**src/hdl/lmdc_pkg.sv**
```systemverilog
// Purpose: constants and types for the misc display control block
// Assumes: 32-bit classic wishbone, byte addresses, one clock
// Notes: the control and status registers sit at offsets below
// Functional notes
// - invert toggles by software bit or by pin level when hardware invert enabled
// - inversion applies to colour value leaving the look-up table, not memory data
// - with active-matrix panel selected pin inversion is off, software still works
// - power save by software bit or by pin when hardware power save enabled
// - normal mode: memory clock divides pixel clock by 8,4,2,1 for 1,2,4,8 bpp
// - high performance: memory clock equals pixel clock at all depths
// - two rotation schemes: default lower power, alternate faster higher power
package lmdc_pkg;
   localparam logic [7:0] LMDC_CTRL_OFS = 8'h00;
   localparam logic [7:0] LMDC_STAT_OFS = 8'h04;
   // control field positions
   localparam int LMDC_SW_INV_BIT = 0;
   localparam int LMDC_HW_INV_EN_BIT = 1;
   localparam int LMDC_SW_PS_BIT = 2;
   localparam int LMDC_HW_PS_EN_BIT = 3;
   localparam int LMDC_HIPERF_BIT = 4;
   localparam int LMDC_TFT_BIT = 5;
   localparam int LMDC_ROT_EN_BIT = 6;
   localparam int LMDC_ROT_ALT_BIT = 7;
   localparam int LMDC_BPP_LSB = 8;
   localparam int LMDC_CTRL_W = 10;
   localparam logic [9:0] LMDC_CTRL_RST = 10'h000;
   // colour depth codes
   localparam logic [1:0] LMDC_BPP1 = 2'h0;
   localparam logic [1:0] LMDC_BPP2 = 2'h1;
   localparam logic [1:0] LMDC_BPP4 = 2'h2;
   localparam logic [1:0] LMDC_BPP8 = 2'h3;
   // divider reload values (divide minus one)
   localparam logic [2:0] LMDC_DIV8 = 3'h7;
   localparam logic [2:0] LMDC_DIV4 = 3'h3;
   localparam logic [2:0] LMDC_DIV2 = 3'h1;
   localparam logic [2:0] LMDC_DIV1 = 3'h0;
   typedef struct packed {
      logic [1:0] bpp;
      logic rot_alt;
      logic rot_en;
      logic tft;
      logic hiperf;
      logic hw_ps_en;
      logic sw_ps;
      logic hw_inv_en;
      logic sw_inv;
   } lmdc_ctrl_t;
endpackage

```
**src/hdl/lmdc_top.sv**
```systemverilog
// Purpose: colour invert, power save and memory clock enable control
// Assumes: mclk is the pixel clock; request pins asynchronous
// Notes: memory clock is a one-cycle enable pulse, not a real clock
`timescale 1ns/1ps
module lmdc_top #(
   parameter int LUT_W = 8
) (
   // clock and reset
   input wire logic mclk,
   input wire logic srst,
   // wishbone slave
   input wire logic wb_cyc_i,
   input wire logic wb_stb_i,
   input wire logic wb_we_i,
   input wire logic [7:0] wb_adr_i,
   input wire logic [3:0] wb_sel_i,
   input wire logic [31:0] wb_dat_i,
   output logic [31:0] wb_dat_o,
   output logic wb_ack_o,
   // pins
   input wire logic invert_request_pin,
   input wire logic power_save_request_pin,
   // colour path
   input wire logic [LUT_W-1:0] lut_data,
   output logic [LUT_W-1:0] pix_data,
   // control outputs
   output logic mem_clk_en,
   output logic power_save,
   output logic rot_active,
   output logic rot_alt
);
   lmdc_pkg::lmdc_ctrl_t ctrl, next_ctrl;
   logic ack, next_ack;
   logic [31:0] rdat, next_rdat;
   logic [1:0] inv_sync, ps_sync, next_inv_sync, next_ps_sync;
   logic next_mem_clk_en, next_power_save, next_rot_active, next_rot_alt;
   logic wr_take;
   logic [2:0] div_cnt, next_div_cnt, div_load;
   logic inv_act, ps_act;
   logic [LUT_W-1:0] next_pix;
   logic req;

   assign req = wb_cyc_i && wb_stb_i && !ack;
   // a write lands at the edge where the master sees ack, as a classic cycle expects
   assign wr_take = wb_cyc_i && wb_stb_i && wb_we_i && ack;

   // register bus: one wait state, unmapped reads give zero
   always_comb begin
      next_ctrl = ctrl;
      next_ack = req;
      next_rdat = 32'h0000_0000;
      if (wr_take && wb_adr_i == lmdc_pkg::LMDC_CTRL_OFS) begin
         if (wb_sel_i[0]) begin
            next_ctrl[7:0] = wb_dat_i[7:0];
         end
         if (wb_sel_i[1]) begin
            next_ctrl[9:8] = wb_dat_i[9:8];
         end
      end
      if (req && !wb_we_i) begin
         case (wb_adr_i)
            lmdc_pkg::LMDC_CTRL_OFS: next_rdat = {22'h00_0000, ctrl};
            lmdc_pkg::LMDC_STAT_OFS: next_rdat = {28'h000_0000, rot_alt, rot_active,
                                                  ps_act, inv_act};
            default: next_rdat = 32'h0000_0000;
         endcase
      end
   end

   always_ff @(posedge mclk) begin
      if (srst) begin
         ctrl <= lmdc_pkg::LMDC_CTRL_RST;
         ack <= 1'b0;
         rdat <= 32'h0000_0000;
      end else begin
         ctrl <= next_ctrl;
         ack <= next_ack;
         rdat <= next_rdat;
      end
   end
   assign wb_ack_o = ack;
   assign wb_dat_o = rdat;

   // pin synchronisers; first stage read only by second
   always_comb begin
      next_inv_sync = {inv_sync[0], invert_request_pin};
      next_ps_sync = {ps_sync[0], power_save_request_pin};
   end

   always_ff @(posedge mclk) begin
      if (srst) begin
         inv_sync <= 2'h0;
         ps_sync <= 2'h0;
      end else begin
         inv_sync <= next_inv_sync;
         ps_sync <= next_ps_sync;
      end
   end

   // pin path toggles the software sense; panel data use blocks it
   assign inv_act = ctrl.sw_inv ^ (inv_sync[1] && ctrl.hw_inv_en && !ctrl.tft);
   assign ps_act = ctrl.sw_ps || (ps_sync[1] && ctrl.hw_ps_en);
   // invert after the table so the result is a true colour inverse
   assign next_pix = inv_act ? ~lut_data : lut_data;

   // divider reload chosen by depth, overridden by high performance
   always_comb begin
      case (ctrl.bpp)
         lmdc_pkg::LMDC_BPP1: div_load = lmdc_pkg::LMDC_DIV8;
         lmdc_pkg::LMDC_BPP2: div_load = lmdc_pkg::LMDC_DIV4;
         lmdc_pkg::LMDC_BPP4: div_load = lmdc_pkg::LMDC_DIV2;
         default: div_load = lmdc_pkg::LMDC_DIV1;
      endcase
      if (ctrl.hiperf) begin
         div_load = lmdc_pkg::LMDC_DIV1;
      end
      next_div_cnt = (div_cnt == 3'h0 || div_cnt > div_load) ? div_load : div_cnt - 3'h1;
   end

   // output next values; all registered so the pins never see comb glitches
   always_comb begin
      next_mem_clk_en = (next_div_cnt == 3'h0);
      next_power_save = ps_act;
      next_rot_active = ctrl.rot_en;
      next_rot_alt = ctrl.rot_en && ctrl.rot_alt;
   end

   always_ff @(posedge mclk) begin
      if (srst) begin
         div_cnt <= 3'h0;
         mem_clk_en <= 1'b0;
         pix_data <= '0;
         power_save <= 1'b0;
         rot_active <= 1'b0;
         rot_alt <= 1'b0;
      end else begin
         div_cnt <= next_div_cnt;
         mem_clk_en <= next_mem_clk_en;
         pix_data <= next_pix;
         power_save <= next_power_save;
         rot_active <= next_rot_active;
         rot_alt <= next_rot_alt;
      end
   end

   // helper: cycles since the last enable pulse; saturates so a long gap never wraps
   logic [3:0] gap, next_gap;
   always_comb begin
      next_gap = gap;
      if (mem_clk_en) begin
         next_gap = 4'h0;
      end else if (gap != 4'hf) begin
         next_gap = gap + 4'h1;
      end
   end

   always_ff @(posedge mclk) begin
      if (srst) begin
         gap <= 4'h0;
      end else begin
         gap <= next_gap;
      end
   end

   // register bus: answer one cycle after the take, one-cycle pulse, data only with it
   a_ack_answer: assert property (@(posedge mclk) disable iff (srst)
      wb_cyc_i && wb_stb_i && !wb_ack_o |=> wb_ack_o)
      else $error("bus request not answered after one cycle");
   a_ack_pulse: assert property (@(posedge mclk) disable iff (srst)
      wb_ack_o |=> !wb_ack_o)
      else $error("bus acknowledge longer than one cycle");
   a_rdat_idle: assert property (@(posedge mclk) disable iff (srst)
      !wb_ack_o |-> wb_dat_o == 32'h0000_0000)
      else $error("read data shown outside an answer");

   // memory clock divider; ctrl must hold still so a rate change is not blamed
   a_hiperf_every: assert property (@(posedge mclk) disable iff (srst)
      ctrl.hiperf && $past(ctrl.hiperf) && $past(ctrl.hiperf, 2) |-> mem_clk_en)
      else $error("memory clock enable missing in high performance");
   a_div8_gap: assert property (@(posedge mclk) disable iff (srst)
      mem_clk_en && !ctrl.hiperf && ctrl.bpp == lmdc_pkg::LMDC_BPP1 ##1
      (!ctrl.hiperf && ctrl.bpp == lmdc_pkg::LMDC_BPP1)[*7] |=> mem_clk_en)
      else $error("divide by eight period wrong");
   a_div4_gap: assert property (@(posedge mclk) disable iff (srst)
      mem_clk_en && !ctrl.hiperf && ctrl.bpp == lmdc_pkg::LMDC_BPP2 ##1
      (!ctrl.hiperf && ctrl.bpp == lmdc_pkg::LMDC_BPP2)[*3] |=> mem_clk_en)
      else $error("divide by four period wrong");
   a_div2_gap: assert property (@(posedge mclk) disable iff (srst)
      mem_clk_en && !ctrl.hiperf && ctrl.bpp == lmdc_pkg::LMDC_BPP4 ##1
      (!ctrl.hiperf && ctrl.bpp == lmdc_pkg::LMDC_BPP4) |=> mem_clk_en)
      else $error("divide by two period wrong");
   a_div_nofast: assert property (@(posedge mclk) disable iff (srst)
      mem_clk_en && !ctrl.hiperf && ctrl.bpp == lmdc_pkg::LMDC_BPP2 && ctrl == $past(ctrl)
      && ctrl == $past(ctrl, 2) && ctrl == $past(ctrl, 3) |-> gap >= 4'h3)
      else $error("divide by four pulse too early");

   // colour path and pin gating
   a_inv_lut: assert property (@(posedge mclk) disable iff (srst)
      1'h1 |=> pix_data == ($past(inv_act) ? ~$past(lut_data) : $past(lut_data)))
      else $error("pixel output not table value or its inverse");
   a_inv_pin: assert property (@(posedge mclk) disable iff (srst)
      !ctrl.hw_inv_en |-> inv_act == ctrl.sw_inv)
      else $error("pin inversion acted while disabled");
   a_inv_tft: assert property (@(posedge mclk) disable iff (srst)
      ctrl.tft |-> inv_act == ctrl.sw_inv)
      else $error("pin inversion acted with active matrix panel");

   // power save from software or from the pin
   a_ps_sw: assert property (@(posedge mclk) disable iff (srst)
      ctrl.sw_ps |=> power_save)
      else $error("software power save not taken");
   a_ps_pin: assert property (@(posedge mclk) disable iff (srst)
      $rose(ps_sync[1]) && ctrl.hw_ps_en && $past(ctrl.hw_ps_en) |=> power_save)
      else $error("pin power save not taken");
   a_ps_block: assert property (@(posedge mclk) disable iff (srst)
      !ctrl.sw_ps && !ctrl.hw_ps_en |=> !power_save || $past(srst))
      else $error("power save without a request");

   // synchroniser latency and rotation outputs
   a_sync_lat: assert property (@(posedge mclk) disable iff (srst)
      $rose(invert_request_pin) ##1 invert_request_pin |=> inv_sync[1])
      else $error("invert pin synchroniser latency wrong");
   a_ps_sync_lat: assert property (@(posedge mclk) disable iff (srst)
      $rose(power_save_request_pin) ##1 power_save_request_pin |=> ps_sync[1])
      else $error("power save pin synchroniser latency wrong");
   a_rot_follow: assert property (@(posedge mclk) disable iff (srst)
      1'h1 |=> rot_active == $past(ctrl.rot_en))
      else $error("rotation output does not follow control");
   a_rot_alt: assert property (@(posedge mclk) disable iff (srst)
      rot_alt |-> rot_active)
      else $error("alternate rotation without rotation");

   // main scenarios to be seen in a run
   c_hiperf: cover property (@(posedge mclk) ctrl.hiperf ##1 mem_clk_en[*3]);
   c_pin_inv: cover property (@(posedge mclk) ctrl.hw_inv_en && inv_sync[1] && inv_act);
   c_pin_ps: cover property (@(posedge mclk) ctrl.hw_ps_en && !ctrl.sw_ps ##1 power_save);
   c_div8: cover property (@(posedge mclk) ctrl.bpp == lmdc_pkg::LMDC_BPP1 && mem_clk_en);
   c_rot_alt: cover property (@(posedge mclk) rot_alt);
endmodule

```
**config.mk**
```make
export PLATFORM = sky130hd
export DESIGN_NAME = lmdc_top
export DESIGN_NICKNAME = d
export VERILOG_FILES = /design/src/hdl/lmdc_pkg.sv /design/src/hdl/lmdc_top.sv
export SDC_FILE = /design/constraint.sdc
export NUM_CORES = 1
export LEC_CHECK = 0
export ABC_AREA = 1
export ABC_CLOCK_PERIOD_IN_PS = 2600
export BUFFER_PORTS_ARGS = -buffer_cell sky130_fd_sc_hd__buf_4
export CAP_MARGIN = 10
export CORE_AREA = 2 2 65 67
export DETAILED_ROUTE_END_ITERATION = 8
export DIE_AREA = 0 0 67 69
export PLACE_DENSITY = 0.82
export SETUP_SLACK_MARGIN = 0.02
export SLEW_MARGIN = 15
export SYNTH_ARGS = -nofsm -noshare
export SYNTH_HDL_FRONTEND = slang
export SYNTH_SLANG_ARGS = --single-unit
```
**constraint.sdc**
```tcl
create_clock -name mclk -period 2.6 [get_ports mclk]
set_clock_uncertainty 0.05 [all_clocks]
set_input_delay 0.39 -clock mclk [delete_from_list [all_inputs] [get_ports mclk]]
set_output_delay 0.39 -clock mclk [all_outputs]
set_load 0.05 [all_outputs]
```
Yosys cells after proc, flatten, opt, wreduce, memory -nomap -nowiden

Cells that the tools add are included.

Bitwise gates (word level): 3
Eq/ne operators: 3
$add $sub $neg: 1
Muxes and demuxes: 5
Reduce and logical (&&, ||, !) cells: 22
Magnitude comparators: 1

Operators by type and width:

| cell                                                | count |
|---|---|
| case mux 10 bit (2 select lines)                    | 1 |
| logical AND 1 bit                                   | 10 |
| case mux 3 bit (3 select lines)                     | 1 |
| equality test 8 x 3 -> 1 bit, second input constant | 1 |
| logical NOT 8 bit                                   | 1 |
| 2-to-1 mux 8 bit                                    | 1 |
| NOT 8 bit                                           | 1 |
| logical NOT 3 bit                                   | 2 |
| 2-to-1 mux 3 bit                                    | 2 |
| AND reduction 2 bit                                 | 2 |
| > comparator 3 bit                                  | 1 |
| logical NOT 1 bit                                   | 3 |
| subtractor 3 x 1 -> 3 bit, second input constant    | 1 |
| equality test 2 x 1 -> 1 bit, second input constant | 1 |
| equality test 2 bit, second input constant          | 1 |
| logical NOT 2 bit                                   | 1 |
| logical OR 1 bit                                    | 2 |
| OR reduction 2 bit                                  | 1 |
| NOT 1 bit                                           | 1 |
| bitwise XOR 1 bit                                   | 1 |

Word-level logic and storage cells: 54
Flip-flop bits (word level): 62

Longest topological paths before layout

Depth after elaboration: 7
Mapped depth: 13
Depth with buffers taken out: 13

Worst setup path after synthesis

Ideal clock, no wire load.

Path type: flip-flop to flip-flop
From: register ctrl[4] (netlist name)
To: register mem_clk_en
Arrival: 1.438 ns
Slack: 1.001 ns
Cell stages (with the launch flop): 14
Data required time: 2.438 ns
Setup time: 0.112 ns
Path through: dfxtp_1 nor2_1 inv_1 nor2_1 inv_1 ha_1 a21oi_1 nand2_1 nand2_1 nand2_1 nand2_1 nand2_1 nand2_1 nor2_1

Word-level cells in the longest chain between the ends: 5

RTL lines:

| what                   | RTL line        | RTL |
|---|---|---|
| from (decl)            | lmdc_top.sv:32  | `lmdc_pkg::lmdc_ctrl_t ctrl, next_ctrl;` |
| from (signal assigned) | lmdc_top.sv:72  | `ctrl <= lmdc_pkg::LMDC_CTRL_RST;` |
| from (signal assigned) | lmdc_top.sv:76  | `ctrl <= next_ctrl;` |
| 2-to-1 mux 3 bit *     | lmdc_top.sv:114 | `if (ctrl.hiperf) begin` |
| > comparator 3 bit     | lmdc_top.sv:117 | `next_div_cnt = (div_cnt == 3'h0 \|\| div_cnt > div_load) ? div_load : div_cnt - 3'h1;` |
| logical OR 1 bit       | lmdc_top.sv:117 |  |
| 2-to-1 mux 3 bit *     | lmdc_top.sv:117 |  |
| logical NOT 3 bit *    | lmdc_top.sv:122 | `next_mem_clk_en = (next_div_cnt == 3'h0);` |
| to (signal assigned)   | lmdc_top.sv:138 | `mem_clk_en <= next_mem_clk_en;` |
| to (decl)              | lmdc_top.sv:27  | `output logic mem_clk_en,` |

Every way passes the cells marked *; elsewhere a longest branch is shown, timed or not.
A chain may end at the register's enable or synchronous reset.

Final worst setup path

Same ends and word-level chain as after synthesis.

==> impl_results.md <==
- Pwr dens: 646.7 nW/um^2
- # Post-CTS Setup Buffers: 0
- I/O Pins: 104
- Crit-path max FO: 4
- CTS root buffer: clkbuf_8
- Yosys warns: 0
- Worst-path clk slew: 0.08 ns
- Number of synthesized register bits: 40
- Max Cap Viol: 0
- WHS Endpoint: pix_data[6]
- CORE AREA: 3914 sq um
- Hold Path Origin: lut_data[6]
- Worst-skew pair later-pin latency: 0.30 ns
- Nets: 338
- Area of the die: 4623 sq um
- Sequential fraction of the synthesis area: 0.4591
- First-pass GRT wire length: 5.699 mm
- Vias in the first global route: 1354
- Final Routed Wirelength: 3.533 mm
- Asr flop ratio synth: 0
- Initial antenna violation count: 0
- Reg2reg path depth: 13
- WHS: 0.2130 ns
- Placer Congestion: 0.8357
- Hold WC Path Type: input pin to flip-flop
- Final Hold Viols: 0
- Via count: 1449
- Share of cells above drive strength 1: 0.2618
- Cts hold-fix bufs: 0
- Arr. time, crit path: 1.95 ns
- Number of port buffers: 57
- Area delta synth->final: 27.62%
- DR iter-0 viols: 58
- Cells on Worst Hold Path: 2
- Achievable Freq: 0.5526 GHz
- Drt wl/cell: 10.87 microns
- Core Rows: 23
- Yosys cell types: 24
- Die Wd: 67 microns
- Period utilization: 0.6960
- Antenna Violating Nets Remaining: 0
- Crit start category: flip-flop
- Minimum clock period: 1.810 ns
- Primary FF master, synth: dfxtp_1
- Post-Syn Area: 1744 sq um
- Gate Count Post-Synth: 215
- Post-CTS resize count: 0
- Slew @ Worst Pin: 0.5988 ns
- Setup CP Type: flip-flop to flip-flop
- CTS H-Tree Depth: 2
- Peak supply drop: 297.8 uV
- Post-Synthesis Mean Instance Area: 8.112 sq um
- Sinks on Clock Net: 40
- R2r setup slk: 0.79 ns
- Worst endpoint required time: 2.74 ns
- Largest net degree at the start of global routing: 18
- Initial Util: 0.4457
- TNS Setup: 0 ns
- Number of enable flip-flop cells after synthesis: 0
- Worst Setup SP: ctrl[4]
- Drt drc: 0
- Vias/cell: 4.458
- TritonCTS Buffers: 5
- Fin. max-slew vios: 0
- Status: complete, no violations
- Worst reg2reg path startpoint: ctrl[4]
- Die Ht: 69 microns
- Dpl hpwl: 2.698 mm
- Worst Setup End Kind: flip-flop
- CTS tree: done
- RSZ-0062 raised after global routing: no
- Total global routing overflow: 0
- CTS Buffer Depth: 2
- Leak Pwr: 1.144 nW
- # diodes: 0
- Drt pass-1 iters: 4
- Worst r2r dst: mem_clk_en
- Relative slew slack: 0.6005
- Final setup fails: 0
- GRT Util Overall: 0.1636
## worst max-delay path, stage by stage, from the launching register on
cell,delay (ns)
dfxtp_1,0.33
nor2_1,0.10
inv_1,0.07
nor2_1,0.14
inv_1,0.06
ha_1,0.31
a21oi_1,0.14
nand2_1,0.06
nand2_1,0.11
nand2_1,0.10
nand2_1,0.07
nand2_1,0.06
nand2_1,0.07
nor2_1,0.04
## logic make-up (layout without fill, tap and decap cells)
| logic type | after synthesis | in the layout | synth area share |
|---|---|---|---|
| other cells | 1 | 22 | 0.002150 |
| buf+inv | 48 | 87 | 0.1614 |
| simple gates | 92 | 92 | 0.2496 |
| xor+xnor | 2 | 2 | 0.01435 |
| fa+ha+maj | 5 | 5 | 0.03587 |
| compound gates | 27 | 27 | 0.07748 |
| flops | 40 | 40 | 0.4591 |
## area by class of cell
class,count,area (sq um)
Clock buffer,5,68.82
Clock inverter,3,42.54
Fill cell,384,1688
Inverter,22,82.58
Multi-Input combinational cell,148,740.7
Sequential cell,40,800.8
Tap cell,50,62.56
Timing Repair Buffer,57,427.9
## power breakdown
part	internal (mW)	switching (mW)	leakage (nW)	total, mW
sequential	0.639	0.0149	0.326	0.654
clock	0.284	0.218	0.0541	0.501
combinational	0.0917	0.193	0.764	0.285
total	1.01	0.425	1.14	1.44
## per-stage QoR
step / setup slack [ns] / instances / utilization / area, sq um / power, mW
floorplan: 1.001 / 236 / - / 1823 / 0.8995
global placement: 0.8490 / 317 / 0.5403 / 2115 / 0.9439
detailed placement: 0.8349 / 317 / 0.5403 / 2115 / 0.9514
CTS: 0.8083 / 325 / 0.5687 / 2226 / 1.449
global route: 0.5398 / 325 / 0.5687 / 2226 / 1.505
finish: 0.7905 / 325 / 0.5687 / 2226 / 1.440
## cell usage in the layout, fill, tap and decap left out
cell type / count
buf_4: 57
dfxtp_1: 40
o21ai_0: 8
ha_1: 5
nand3_1: 9
nand3_4: 1
bufinv_16: 1
nor3_1: 2
clkinv_2: 1
nand4_1: 3
inv_1: 22
xor2_2: 1
nor2_8: 1
nand3b_4: 1
xor2_1: 1
nand2_1: 38
nor2_2: 2
a21oi_1: 19
clkinvlp_4: 1
nor2_1: 28
clkbuf_8: 5
nand2_2: 1
conb_1: 22
nor4_1: 6
## state kept, by name (all words and copies together), names as in the netlist
register,flops
next_rot_active,1
mem_clk_en,1
rot_alt,1
pix_data,8
ps_sync,2
inv_sync,2
power_save,1
wb_dat_o,10
div_cnt,3
rot_active,1
ctrl,9
wb_ack_o,1
## cell usage after synthesis, types with 2 or more instances
| cell type | n | share of area |
|---|---|---|
| nand2_1 | 38 | 0.082 |
| inv_1 | 22 | 0.047 |
| nor3_1 | 2 | 0.0057 |
| nor2_1 | 28 | 0.060 |
| a21oi_1 | 19 | 0.055 |
| nand3_1 | 9 | 0.026 |
| buf_4 | 22 | 0.095 |
| ha_1 | 5 | 0.036 |
| dfxtp_1 | 40 | 0.46 |
| o21ai_0 | 8 | 0.023 |
| nand4_1 | 3 | 0.011 |
| nor4_1 | 6 | 0.022 |
| nor2_2 | 2 | 0.0072 |
## routing by layer
layer,GRT usage,routed length [microns]
met1,0.1691,1370
met2,0.2838,1828
met3,0.04568,259
met4,0.09751,75
met5,0,0
## worst max-delay path by stage
stage	depth (start not counted)	end	slack, ns
5_1_grt	13	mem_clk_en	0.54
2_1_floorplan	13	mem_clk_en	1.00
3_3_place_gp	13	mem_clk_en	0.85
6_report	13	mem_clk_en	0.79
3_5_place_dp	13	mem_clk_en	0.83
4_1_cts	13	mem_clk_en	0.81
(Power assumes the default switching activity.)
